==> config.mk <==
export PLATFORM = sky130hd
export DESIGN_NAME = ocu_timer
export DESIGN_NICKNAME = d
export VERILOG_FILES = /design/src/rtl/ocu_cmp_reg.v /design/src/rtl/ocu_timer.v
export VERILOG_INCLUDE_DIRS = /design/src /design/src/rtl
export SDC_FILE = /design/constraint.sdc
export NUM_CORES = 1
export LEC_CHECK = 0
export BUFFER_PORTS_ARGS = -buffer_cell sky130_fd_sc_hd__buf_2
export CORE_MARGIN = 3
export CORE_UTILIZATION = 35
export DETAILED_ROUTE_END_ITERATION = 6
export PLACE_DENSITY = 0.59
export RECOVER_POWER = 25
export SLEW_MARGIN = 25
export SYNTH_ARGS = -nofsm -noshare
export SYNTH_HDL_FRONTEND = slang
export SYNTH_SLANG_ARGS = --single-unit
==> constraint.sdc <==
create_clock -name mclk -period 2.86 [get_ports mclk]
set_input_delay 0.715 -clock mclk [delete_from_list [all_inputs] [get_ports mclk]]
set_output_delay 0.715 -clock mclk [all_outputs]
set_load 0.05 [all_outputs]
==> src/rtl/ocu_defs.vh <==
/*
  Constants of the two-channel 16-bit output compare unit: waveform modes,
  fixed TOP values, output action codes and reset values.
  Assumes inclusion by bare name from the rtl files of this block.
*/
`ifndef OCU_DEFS_VH
`define OCU_DEFS_VH

// ==========================================================================
// waveform mode select codes
`define OCU_MODE_NORMAL     4'h0
`define OCU_MODE_PC8        4'h1
`define OCU_MODE_PC9        4'h2
`define OCU_MODE_PC10       4'h3
`define OCU_MODE_CTC_CMPA   4'h4
`define OCU_MODE_FAST8      4'h5
`define OCU_MODE_FAST9      4'h6
`define OCU_MODE_FAST10     4'h7
`define OCU_MODE_PFC_CAP    4'h8
`define OCU_MODE_PFC_CMPA   4'h9
`define OCU_MODE_PC_CAP     4'ha
`define OCU_MODE_PC_CMPA    4'hb
`define OCU_MODE_CTC_CAP    4'hc
`define OCU_MODE_RSVD       4'hd
`define OCU_MODE_FAST_CAP   4'he
`define OCU_MODE_FAST_CMPA  4'hf

// ==========================================================================
// counter limits
`define OCU_MAX             16'hffff
`define OCU_BOTTOM          16'h0000
`define OCU_TOP8            16'h00ff
`define OCU_TOP9            16'h01ff
`define OCU_TOP10           16'h03ff

// ==========================================================================
// output action codes
`define OCU_ACT_NONE        2'h0
`define OCU_ACT_TOGGLE      2'h1
`define OCU_ACT_CLEAR       2'h2
`define OCU_ACT_SET         2'h3

// ==========================================================================
// reset values
`define OCU_RST_COUNT       16'h0000
`define OCU_RST_CMP         16'h0000
`define OCU_RST_TEMP        8'h00
`define OCU_RST_STATE       1'b0

`endif

==> src/rtl/ocu_cmp_reg.v <==
/*
  Compare value storage of one channel: CPU-visible buffer plus the
  compare register that the comparator sees.
  Assumes the writer assembles the 16-bit word from the shared high-byte
  latch and gives one-cycle load events on the same clock.
*/
`default_nettype none
`include "ocu_defs.vh"

module ocu_cmp_reg (
  input  wire        mclk,      // system clock
  input  wire        arst_n,    // async reset, active low
  input  wire        wrLow,     // low-byte write strobe, completes the word
  input  wire [15:0] wrWord,    // latched high byte and new low byte
  input  wire [15:0] topMask,   // unused bits of a fixed TOP are masked
  input  wire        dblBuf,    // double buffering active
  input  wire        loadEvt,   // TOP or BOTTOM update point
  output reg  [15:0] bufValue,  // value the CPU reads back
  output reg  [15:0] cmpValue   // value the comparator uses
);

  wire [15:0] maskedWord;

  assign maskedWord = wrWord & topMask;

  // ========================================================================
  // buffer: holds what the CPU wrote last, masked by topMask
  always @(posedge mclk or negedge arst_n)
  begin
    if (!arst_n)
      bufValue <= `OCU_RST_CMP;
    else if (wrLow)
      bufValue <= maskedWord;
  end

  // ========================================================================
  // compare register: direct write or update at TOP or BOTTOM
  always @(posedge mclk or negedge arst_n)
  begin
    if (!arst_n)
      cmpValue <= `OCU_RST_CMP;
    else if (wrLow && !dblBuf)
      cmpValue <= maskedWord;
    else if (dblBuf && loadEvt)
      cmpValue <= bufValue;
  end

endmodule
`default_nettype wire

==> src/rtl/ocu_timer.v <==
/*
  Two-channel output compare unit with its 16-bit counter: counting
  sequences, compare matches, match and overflow flags, output states and
  pin override for channels A and B.
  Assumes the CPU side gives one-cycle write strobes on mclk, the prescaler
  gives a one-cycle count enable on mclk, and port logic sits outside.
*/
`default_nettype none
`include "ocu_defs.vh"

module ocu_timer (
  input  wire        mclk,              // system clock, 40 MHz
  input  wire        arst_n,            // async reset, active low
  input  wire        timerClkEn,        // one-cycle timer clock enable
  input  wire [7:0]  cpuWrData,         // CPU write data
  input  wire        wrCountHigh,       // write strobe, counter high byte
  input  wire        wrCountLow,        // write strobe, counter low byte
  input  wire        wrCompareHighA,    // write strobe, compare_value_high A
  input  wire        wrCompareLowA,     // write strobe, compare_value_low A
  input  wire        wrCompareHighB,    // write strobe, compare_value_high B
  input  wire        wrCompareLowB,     // write strobe, compare_value_low B
  input  wire [3:0]  waveformModeSelect, // counting and waveform mode
  input  wire [1:0]  outputActionBitsA, // output action, channel A
  input  wire [1:0]  outputActionBitsB, // output action, channel B
  input  wire        forceMatchStrobeA, // force strobe A, one cycle
  input  wire        forceMatchStrobeB, // force strobe B, one cycle
  input  wire        compareIrqEnableA, // match interrupt enable A
  input  wire        compareIrqEnableB, // match interrupt enable B
  input  wire        overflowIrqEnable, // overflow interrupt enable
  input  wire        clrMatchFlagA,     // CPU writes one to flag A
  input  wire        clrMatchFlagB,     // CPU writes one to flag B
  input  wire        clrOverflowFlag,   // CPU writes one to overflow flag
  input  wire        irqAckA,           // match interrupt A serviced
  input  wire        irqAckB,           // match interrupt B serviced
  input  wire        irqAckOvf,         // overflow interrupt serviced
  input  wire [15:0] captureValue,      // capture register, used as TOP
  input  wire        portValueA,        // normal port output value, pin A
  input  wire        portValueB,        // normal port output value, pin B
  input  wire        outputPinDirA,     // port direction A, 1 = output
  input  wire        outputPinDirB,     // port direction B, 1 = output
  output reg  [15:0] timerCount,        // counter value
  output wire [15:0] compareValueA,     // CPU read view, compare A
  output wire [15:0] compareValueB,     // CPU read view, compare B
  output reg         compareMatchFlagA, // match flag A
  output reg         compareMatchFlagB, // match flag B
  output reg         overflowFlag,      // overflow flag
  output wire        compareIrqA,       // interrupt request A
  output wire        compareIrqB,       // interrupt request B
  output wire        overflowIrq,       // overflow interrupt request
  output wire        outputStateA,      // output state A
  output wire        outputStateB,      // output state B
  output wire        pinOutA,           // pin A output value
  output wire        pinOutB,           // pin B output value
  output wire        pinOeA_n,          // pin A enable, low while driving
  output wire        pinOeB_n           // pin B enable, low while driving
);

  // ========================================================================
  // mode decoding
  function isPwm;
    input [3:0] m;
    begin
      isPwm = (m != `OCU_MODE_NORMAL) && (m != `OCU_MODE_CTC_CMPA) &&
              (m != `OCU_MODE_CTC_CAP) && (m != `OCU_MODE_RSVD);
    end
  endfunction

  function isFast;
    input [3:0] m;
    begin
      isFast = (m == `OCU_MODE_FAST8) || (m == `OCU_MODE_FAST9) ||
               (m == `OCU_MODE_FAST10) || (m == `OCU_MODE_FAST_CAP) ||
               (m == `OCU_MODE_FAST_CMPA);
    end
  endfunction

  function [15:0] fixedMask;
    input [3:0] m;
    begin
      case (m)
        `OCU_MODE_PC8,  `OCU_MODE_FAST8:  fixedMask = `OCU_TOP8;
        `OCU_MODE_PC9,  `OCU_MODE_FAST9:  fixedMask = `OCU_TOP9;
        `OCU_MODE_PC10, `OCU_MODE_FAST10: fixedMask = `OCU_TOP10;
        default:                          fixedMask = `OCU_MAX;
      endcase
    end
  endfunction

  wire [3:0] mode;
  wire       pwmMode;
  wire       fastMode;
  wire       dualMode;
  wire       ctcMode;
  wire       pfcMode;
  reg  [15:0] topValue;

  assign mode     = waveformModeSelect;
  assign pwmMode  = isPwm(mode);
  assign fastMode = isFast(mode);
  assign dualMode = pwmMode && !fastMode;
  assign ctcMode  = (mode == `OCU_MODE_CTC_CMPA) || (mode == `OCU_MODE_CTC_CAP);
  assign pfcMode  = (mode == `OCU_MODE_PFC_CAP) || (mode == `OCU_MODE_PFC_CMPA);

  wire [15:0] cmpA;
  wire [15:0] cmpB;

  always @*
  begin
    case (mode)
      `OCU_MODE_PC8,  `OCU_MODE_FAST8:  topValue = `OCU_TOP8;
      `OCU_MODE_PC9,  `OCU_MODE_FAST9:  topValue = `OCU_TOP9;
      `OCU_MODE_PC10, `OCU_MODE_FAST10: topValue = `OCU_TOP10;
      `OCU_MODE_CTC_CMPA, `OCU_MODE_PFC_CMPA,
      `OCU_MODE_PC_CMPA,  `OCU_MODE_FAST_CMPA:
        topValue = cmpA;
      `OCU_MODE_PFC_CAP, `OCU_MODE_PC_CAP,
      `OCU_MODE_CTC_CAP, `OCU_MODE_FAST_CAP:
        topValue = captureValue;
      default:                          topValue = `OCU_MAX;
    endcase
  end

  // ========================================================================
  // shared high-byte latch
  reg  [7:0] tempHigh_r;
  wire [15:0] wrWord;

  always @(posedge mclk or negedge arst_n)
  begin
    if (!arst_n)
      tempHigh_r <= `OCU_RST_TEMP;
    else if (wrCountHigh || wrCompareHighA || wrCompareHighB)
      tempHigh_r <= cpuWrData;
  end

  assign wrWord = {tempHigh_r, cpuWrData};

  // ========================================================================
  // match blocking after a counter write
  reg block_r;

  always @(posedge mclk or negedge arst_n)
  begin
    if (!arst_n)
      block_r <= 1'b0;
    else if (wrCountLow)
      block_r <= 1'b1;
    else if (timerClkEn)
      block_r <= 1'b0;
  end

  // ========================================================================
  // counter
  reg         countDown_r;
  wire        atTop;
  wire        atBottom;
  wire        topHit;
  wire        bottomHit;
  wire        wrapHit;
  wire        tick;

  assign tick      = timerClkEn && !wrCountLow;
  assign atTop     = (timerCount == topValue) && !block_r;
  assign atBottom  = (timerCount == `OCU_BOTTOM);
  assign topHit    = tick && atTop && (fastMode || ctcMode || (dualMode && !countDown_r));
  assign bottomHit = tick && dualMode && countDown_r && (timerCount == 16'h0001);
  assign wrapHit   = tick && !pwmMode && (timerCount == `OCU_MAX) && !(ctcMode && atTop);

  always @(posedge mclk or negedge arst_n)
  begin
    if (!arst_n)
    begin
      timerCount  <= `OCU_RST_COUNT;
      countDown_r <= 1'b0;
    end
    else if (wrCountLow)
      timerCount <= wrWord;
    else if (tick)
    begin
      if (dualMode)
      begin
        if (!countDown_r && atTop)
        begin
          countDown_r <= 1'b1;
          timerCount  <= timerCount - 16'h0001;
        end
        else if (countDown_r && atBottom)
        begin
          countDown_r <= 1'b0;
          timerCount  <= timerCount + 16'h0001;
        end
        else if (countDown_r)
          timerCount <= timerCount - 16'h0001;
        else
          timerCount <= timerCount + 16'h0001;
      end
      else
      begin
        countDown_r <= 1'b0;
        if ((fastMode || ctcMode) && atTop)
          timerCount <= `OCU_BOTTOM;
        else
          timerCount <= timerCount + 16'h0001;
      end
    end
  end

  // ========================================================================
  // overflow flag
  wire ovfSet;

  assign ovfSet = wrapHit || (fastMode && topHit) || bottomHit;

  always @(posedge mclk or negedge arst_n)
  begin
    if (!arst_n)
      overflowFlag <= 1'b0;
    else if (ovfSet)
      overflowFlag <= 1'b1;
    else if (clrOverflowFlag || irqAckOvf)
      overflowFlag <= 1'b0;
  end

  assign overflowIrq = overflowFlag && overflowIrqEnable;

  // ========================================================================
  // compare storage, updated at TOP in fast and phase correct, BOTTOM in pfc
  wire loadEvt;

  assign loadEvt = pfcMode ? bottomHit : topHit;

  ocu_cmp_reg uCmpA (
    .mclk     (mclk),
    .arst_n   (arst_n),
    .wrLow    (wrCompareLowA),
    .wrWord   (wrWord),
    .topMask  (fixedMask(mode)),
    .dblBuf   (pwmMode),
    .loadEvt  (loadEvt),
    .bufValue (compareValueA),
    .cmpValue (cmpA)
  );

  ocu_cmp_reg uCmpB (
    .mclk     (mclk),
    .arst_n   (arst_n),
    .wrLow    (wrCompareLowB),
    .wrWord   (wrWord),
    .topMask  (fixedMask(mode)),
    .dblBuf   (pwmMode),
    .loadEvt  (loadEvt),
    .bufValue (compareValueB),
    .cmpValue (cmpB)
  );

  // ========================================================================
  // per-channel match and output state
  wire [31:0] cmpVec;
  wire [3:0]  actVec;
  wire [1:0]  forceVec;
  wire [1:0]  portVec;
  wire [1:0]  dirVec;
  wire [1:0]  matchHit;
  wire [1:0]  ocState;

  assign cmpVec   = {cmpB, cmpA};
  assign actVec   = {outputActionBitsB, outputActionBitsA};
  assign forceVec = {forceMatchStrobeB, forceMatchStrobeA};
  assign portVec  = {portValueB, portValueA};
  assign dirVec   = {outputPinDirB, outputPinDirA};

  genvar g;
  generate
    for (g = 0; g < 2; g = g + 1)
    begin : gChan
      wire [1:0] act;
      wire       forced;
      reg        ocState_r;
      reg        ocState_nxt;

      assign act         = actVec[2*g+1:2*g];
      assign forced      = forceVec[g] && !pwmMode;
      assign matchHit[g] = tick && !block_r &&
                           (timerCount == cmpVec[16*g+15:16*g]);
      assign ocState[g]  = ocState_r;

      always @*
      begin
        ocState_nxt = ocState_r;
        if (!pwmMode)
        begin
          if (matchHit[g] || forced)
          begin
            case (act)
              `OCU_ACT_TOGGLE: ocState_nxt = ~ocState_r;
              `OCU_ACT_CLEAR:  ocState_nxt = 1'b0;
              `OCU_ACT_SET:    ocState_nxt = 1'b1;
              default:         ocState_nxt = ocState_r;
            endcase
          end
        end
        else if (fastMode)
        begin
          if (matchHit[g])
          begin
            if (act == `OCU_ACT_CLEAR)
              ocState_nxt = 1'b1;
            else if (act == `OCU_ACT_SET)
              ocState_nxt = 1'b0;
          end
          else if (topHit)
          begin
            if (act == `OCU_ACT_CLEAR)
              ocState_nxt = 1'b0;
            else if (act == `OCU_ACT_SET)
              ocState_nxt = 1'b1;
          end
        end
        else if (matchHit[g])
        begin
          if (act == `OCU_ACT_CLEAR)
            ocState_nxt = countDown_r;
          else if (act == `OCU_ACT_SET)
            ocState_nxt = !countDown_r;
        end
      end

      always @(posedge mclk or negedge arst_n)
      begin
        if (!arst_n)
          ocState_r <= `OCU_RST_STATE;
        else
          ocState_r <= ocState_nxt;
      end
    end
  endgenerate

  // ========================================================================
  // match flags, set wins over clear
  always @(posedge mclk or negedge arst_n)
  begin
    if (!arst_n)
    begin
      compareMatchFlagA <= 1'b0;
      compareMatchFlagB <= 1'b0;
    end
    else
    begin
      if (matchHit[0])
        compareMatchFlagA <= 1'b1;
      else if (clrMatchFlagA || irqAckA)
        compareMatchFlagA <= 1'b0;
      if (matchHit[1])
        compareMatchFlagB <= 1'b1;
      else if (clrMatchFlagB || irqAckB)
        compareMatchFlagB <= 1'b0;
    end
  end

  assign compareIrqA = compareMatchFlagA && compareIrqEnableA;
  assign compareIrqB = compareMatchFlagB && compareIrqEnableB;

  // ========================================================================
  // pin override
  assign outputStateA = ocState[0];
  assign outputStateB = ocState[1];
  assign pinOutA  = (actVec[1:0] != `OCU_ACT_NONE) ? ocState[0] : portVec[0];
  assign pinOutB  = (actVec[3:2] != `OCU_ACT_NONE) ? ocState[1] : portVec[1];
  assign pinOeA_n = ~dirVec[0];
  assign pinOeB_n = ~dirVec[1];

endmodule
`default_nettype wire

; Word-level counts from Yosys, hierarchy flattened
; Cells that the tools add are included.
[totals]
register_bits = 95
in_bits = 56
output_inout_bits = 60
[classes]
add_sub_neg = 2
n_eq_ne = 35
mux = 53
bitwise_logic = 6
n_reduce_logical = 77
[ops]
columns = op, n
row1 = 16-bit two-way mux, 11
row2 = 16-bit one-hot mux with 5 select lines, 1
row3 = 16-bit == test, 3
row4 = 16-bit one-hot mux with 3 select lines, 1
row5 = 1-bit two-way mux, 38
row6 = 1-bit logical AND, 31
row7 = 4-bit == test (second input constant), 7
row8 = 2-bit nonzero test, 11
row9 = 3-bit by 1-bit != test with 1-bit output (second input constant), 7
row10 = 1-bit logical OR, 17
row11 = 16-bit by 1-bit adder with 16-bit output (second input constant), 1
row12 = 16-bit bitwise AND, 1
row13 = 16-bit by 1-bit == test with 1-bit output (second input constant), 1
row14 = 16-bit == test (second input constant), 1
row15 = 4-bit by 3-bit == test with 1-bit output (second input constant), 4
row16 = 16-bit zero test, 1
row17 = 16-bit by 1-bit subtractor with 16-bit output (second input constant), 1
row18 = 5-bit AND reduction, 2
row19 = 2-bit == test (second input constant), 4
row20 = 4-bit by 2-bit == test with 1-bit output (second input constant), 2
row21 = 4-bit != test (second input constant), 2
row22 = 4-bit OR reduction, 2
row23 = 1-bit zero test, 6
row24 = 1-bit one-hot mux with 3 select lines, 2
row25 = 8 further kinds, 16

; Depth between registers and ports, before layout
[depth]
ltp_word = 14
mapped_depth = 15
depth_no_buf = 11

; Modules after synthesis
; Synthesis repeated with hierarchy kept, for this count alone.
[unflattened]
hier_cells = 750
area_unflattened_um2 = 6336.1
[modules_own_cells]
columns = module, instances, cells_each, area_each_um2, seq_area_each_um2
row1 = ocu_timer, 1, 504, 3718.6, 775.7
row2 = ocu_cmp_reg, 2, 123, 1308.8, 800.8

; Worst setup path before layout
; No wires, ideal clock.
[synth_timing]
path_type = input port to flip-flop
start = in waveformModeSelect[3]
end = reg timerCount[10]
setup_time_ps = 133
t_arrival_ps = 3315
setup_slack_ps = -588
cell_stages = 13
path_cell_list = buf_4 > clkbuf_1 > clkbuf_1 > o21ai_0 > o21ai_0 > xor2_1 > nor4_1 > nand4_4 > a221oi_2 > buf_4 > o21ai_2 > a2111oi_2 > a21oi_1
[synth_between]
elab_chain_cells = 11
word_cells_on_any_way = 44
[synth_rtl]
columns = element, line
row1 = "start, declared", ocu_timer.v:22  ; input wire [3:0] waveformModeSelect,
row2 = "parallel branches: the longest is 8 deep, another holds 16-bit one-hot mux with 5 select lines", -
row3 = 16-bit two-way mux *, ocu_timer.v:180  ; if (dualMode)
row4 = 16-bit two-way mux *, ocu_timer.v:178  ; else if (tick)
row5 = 16-bit two-way mux *, ocu_timer.v:176  ; else if (wrCountLow)
row6 = "end signal, assigned", ocu_timer.v:177  ; timerCount <= wrWord;
row7 = "end signal, assigned", ocu_timer.v:201  ; timerCount <= `OCU_BOTTOM;
row8 = "end signal, assigned", ocu_timer.v:203  ; timerCount <= timerCount + 16'h0001;
row9 = "end, declared", ocu_timer.v:41  ; output reg [15:0] timerCount,
; Mark *: on every way between the ends. The select of a mux whose other input is x is not followed.
; A chain may end at the register's enable or synchronous reset.

; Final worst setup path
[layout_timing]
start = in waveformModeSelect[0]
end = reg timerCount[4]
; Same word-level chain as after synthesis.

==> summary.txt <==
Outcome
  – Run status: finished with violations
  – Failing checks: max-capacitance violations, max-slew violations, negative setup slack

Cells and area
  – Non-filler cells, final: 1142
  – Proportion of layout cells with a drive suffix above 1: 35.0%
  – Diode insertion count for antenna repair: 0
  – Area growth from synthesis to layout: 32.0%
  – Commonest cells after routing, fill and taps aside: 110 x sky130_fd_sc_hd__buf_2, 99 x sky130_fd_sc_hd__nor2_1, 92 x sky130_fd_sc_hd__dfrtp_1
  – Most common cell after layout, fill and taps aside: sky130_fd_sc_hd__buf_2
  – NumNets Final: 971

Timing
  – Fin Setup TNS: -1.81 ns
  – Highest clock rate: 338 MHz
  – Max-slew violation count: 40
  – Least-Margin Pin Slew: 2.33 ns
  – Hold violation total from the final report: 0
  – Tcrit/Tclk final: 104%
  – Normalized max-slew margin: -55.3%
  – Final critical-path setup slack: -0.101 ns
  – Min Tclk post-route: 2.96 ns
  – WHS: 0.490 ns
  – Worst Skew: 0.0104 ns
  – RSZ-0062 raised after global routing: yes
  – Setup violators final: 41

Placed design
  – Number of placed cells counting well taps: 1111
  – Number of input and output port buffers inserted: 115
  – Final estimated routing congestion in global placement: 0.963
  – Dpl ws: -0.490 ns
  – HPWL Detailed: 16.8 mm

Clocking
  – Root Buffer Master: sky130_fd_sc_hd__clkbuf_16
  – TritonCTS clock tree: built
  – Num Clock Sinks: 95
  – Insertion delay of the later-clocked pin in the worst-skew pair: 0.36 ns
  – Number of buffers between clock root and the deepest sink: 2
  – Number of levels in the clock H-tree: 3
  – Number of buffers inserted during clock tree synthesis: 9
  – Clock transition at the registers of the reported paths: 0.08 ns

Synthesis
  – Netlist area before placement: 0.00638 mm2
  – Number of enable flip-flop cells after synthesis: 0
  – Register bit count reported by yosys: 95
  – Count of unique library cells instantiated by Yosys: 65
  – Mapped Nets: 796
  – Proportion of synthesized flip-flops having asynchronous set or reset: 100%
  – Cell count after synthesis: 737
  – Number of warnings printed during yosys synthesis: 0
  – Seq/Total Area, Yosys: 37.3%
  – Syn avg cell area: 8.66 um2
  – Main flop type after synthesis: sky130_fd_sc_hd__dfrtp_1

Floorplan
  – Area of the core region: 0.0176 mm2
  – Placement Rows: 48
  – Die Footprint: 0.0199 mm2
  – Die height: 141 um
  – Number of placed I/O pins: 116
  – Initial cell density of the core: 36.3%
  – Die Span X: 141 um

Power
  – Total chip power: 0.00445 W
  – Max rail drop VDD: 0.000345 V
  – Static leakage: 3.68 nW
  – Ratio of total power to cell area: 528 mW/mm2

Critical path
  – Worst Setup SP: waveformModeSelect[0]
  – Critical register-to-register path endpoint: timerCount[4]$_DFFE_PN0P_
  – Element type at the critical path end: flip-flop
  – Worst setup slack for register-to-register paths: -0.05 ns
  – Required time of the critical path: 3.08 ns
  – Maximum fanout along the worst path: 21
  – Reg2Reg Depth: 11
  – Critical path class: in2reg
  – End point of the critical path: timerCount[4]$_DFFE_PN0P_
  – Reg-to-reg startpoint: timerCount[2]$_DFFE_PN0P_
  – Arrival time at the worst endpoint: 3.18 ns
  – Critical Path Start Type: input port

GRT
  – GRT overflow: 0
  – Wire length of the first global-routing pass: 35.1 mm
  – Aggregate global-route resource usage: 22.7%
  – Largest net degree at the start of global routing: 41
  – Antenna violations before repair: 0
  – Number of global-route vias before repair: 5952

Drt
  – Wire length per cell after detailed routing: 20.3 um
  – Post-detailed-routing wire length: 23.2 mm
  – Total iterations of the first detailed-routing run: 7
  – Residual DRC count: 0
  – Number of violations reported at the end of detailed-routing iteration 0: 538
  – Avg Vias per Cell: 5.54
  – Overall via count from detail_route: 6326
  – Number of antenna-violating nets in the routed design: 0

Job
  – Count of maximum capacitance violations: 1

Hold path
  – Type of the tightest min-delay check: reg2reg
-- worst min-delay path by stage --
| stage | depth (start not counted) | startpoint | end | slack, ns |
|---|---|---|---|---|
| finish | 1 | compareMatchFlagA$_DFFE_PN0P_ | compareMatchFlagA$_DFFE_PN0P_ | 0.49 |
| detailed placement | 1 | compareMatchFlagA$_DFFE_PN0P_ | compareMatchFlagA$_DFFE_PN0P_ | 0.48 |
| CTS | 1 | arst_n | tempHigh_r[1]$_DFFE_PN0P_ | 0.35 |
| floorplan | 0 | arst_n | block_r$_DFFE_PN0P_ | 0.42 |
| global placement | 1 | compareMatchFlagB$_DFFE_PN0P_ | compareMatchFlagB$_DFFE_PN0P_ | 0.47 |
| global route | 1 | compareMatchFlagB$_DFFE_PN0P_ | compareMatchFlagB$_DFFE_PN0P_ | 0.52 |
-- power breakdown --
part | internal [W] | switching, W | total [W]
clock network | 0.000607 | 0.000589 | 0.00120
logic | 0.000569 | 0.000944 | 0.00151
registers | 0.00153 | 0.000213 | 0.00174
-- final cells by class --
class	count	area, um2
Fill cell	1730	9180
Multi-Input combinational cell	557	3790
Sequential cell	95	2380
Timing Repair Buffer	221	1570
Tap cell	225	282
Clock buffer	10	229
Inverter	28	110
Clock inverter	6	53.8
-- metrics by stage --
stage | utilization [%] | instance area, um2
global route | 47.8 | 8420
floorplan | - | 6480
CTS | 46.4 | 8160
detailed placement | 44.0 | 7750
finish | 47.8 | 8420
global placement | 44.0 | 7750
-- state kept, by name, summed over array words and instances (netlist names) --
signal / flops
compareMatchFlagB: 1
uCmpB.cmpValue: 16
compareMatchFlagA: 1
outputStateA: 1
countDown_r: 1
uCmpA.bufValue: 16
outputStateB: 1
uCmpB.bufValue: 16
block_r: 1
timerCount: 16
overflowFlag: 1
tempHigh_r: 8
uCmpA.cmpValue: 16
-- synthesized netlist by cell type, types with 8 or more instances --
cell | number | share of area [%]
sky130_fd_sc_hd__a21oi_1 | 71 | 5.6
sky130_fd_sc_hd__a31oi_1 | 12 | 1.2
sky130_fd_sc_hd__and2_1 | 12 | 1.2
sky130_fd_sc_hd__buf_2 | 9 | 0.71
sky130_fd_sc_hd__clkbuf_1 | 35 | 2.1
sky130_fd_sc_hd__dfrtp_1 | 95 | 37
sky130_fd_sc_hd__inv_1 | 25 | 1.5
sky130_fd_sc_hd__mux2_2 | 41 | 7.2
sky130_fd_sc_hd__mux2i_1 | 37 | 5.8
sky130_fd_sc_hd__nand2_1 | 43 | 2.5
sky130_fd_sc_hd__nand2b_1 | 8 | 0.78
sky130_fd_sc_hd__nand3_1 | 12 | 0.94
sky130_fd_sc_hd__nand4_1 | 9 | 0.88
sky130_fd_sc_hd__nor2_1 | 106 | 6.2
sky130_fd_sc_hd__nor3_1 | 23 | 1.8
sky130_fd_sc_hd__nor4_1 | 11 | 1.1
sky130_fd_sc_hd__o21ai_0 | 35 | 2.7
sky130_fd_sc_hd__o2bb2ai_1 | 9 | 1.2
sky130_fd_sc_hd__xnor2_1 | 20 | 2.7
sky130_fd_sc_hd__xor2_1 | 23 | 3.2
-- worst max-delay path, cell delays in order --
cell	delay [ns]
sky130_fd_sc_hd__buf_6	0.11
sky130_fd_sc_hd__or3_4	0.42
sky130_fd_sc_hd__o21ai_2	0.08
sky130_fd_sc_hd__a22oi_2	0.08
sky130_fd_sc_hd__xnor2_2	0.16
sky130_fd_sc_hd__a2111oi_4	0.38
sky130_fd_sc_hd__nand4_4	0.24
sky130_fd_sc_hd__a221oi_4	0.34
sky130_fd_sc_hd__buf_12	0.20
sky130_fd_sc_hd__nor4b_1	0.06
sky130_fd_sc_hd__a311oi_1	0.24
sky130_fd_sc_hd__a32oi_1	0.14
-- cell families after synthesis --
| kind of cell | share of synthesized area (%) |
|---|---|
| AND/OR/NAND/NOR | 18.3 |
| AO/OA/AOI/OAI | 18.8 |
| flip-flops | 37.3 |
| buffers and inverters | 6.12 |
| multiplexers | 13.0 |
| XOR/XNOR | 5.90 |
| adder cells (fa/ha/maj) | 0.588 |
-- layer usage --
metal	part of all wire, %	vias up	routed length [um]	GRT usage, %
met5	0	-	0	0
met4	2.4	0	548	7.75
met3	7.8	31	1820	4.07
met1	45	3038	10500	31.8
li1	-	2968	-	-
met2	44	289	10300	35.4
-- timing repair --
| action | CTS | global route |
|---|---|---|
| hold buffers | 0 | 0 |
| endpoints found under the hold margin | 0 | 0 |
| resized for setup | 18 | 30 |
| gates cloned | 2 | 6 |
| pin swaps | 4 | 14 |
| setup buffers | 4 | 3 |
| endpoints found under the setup margin | 42 | 48 |
Power figures use the tool's default switching activity.
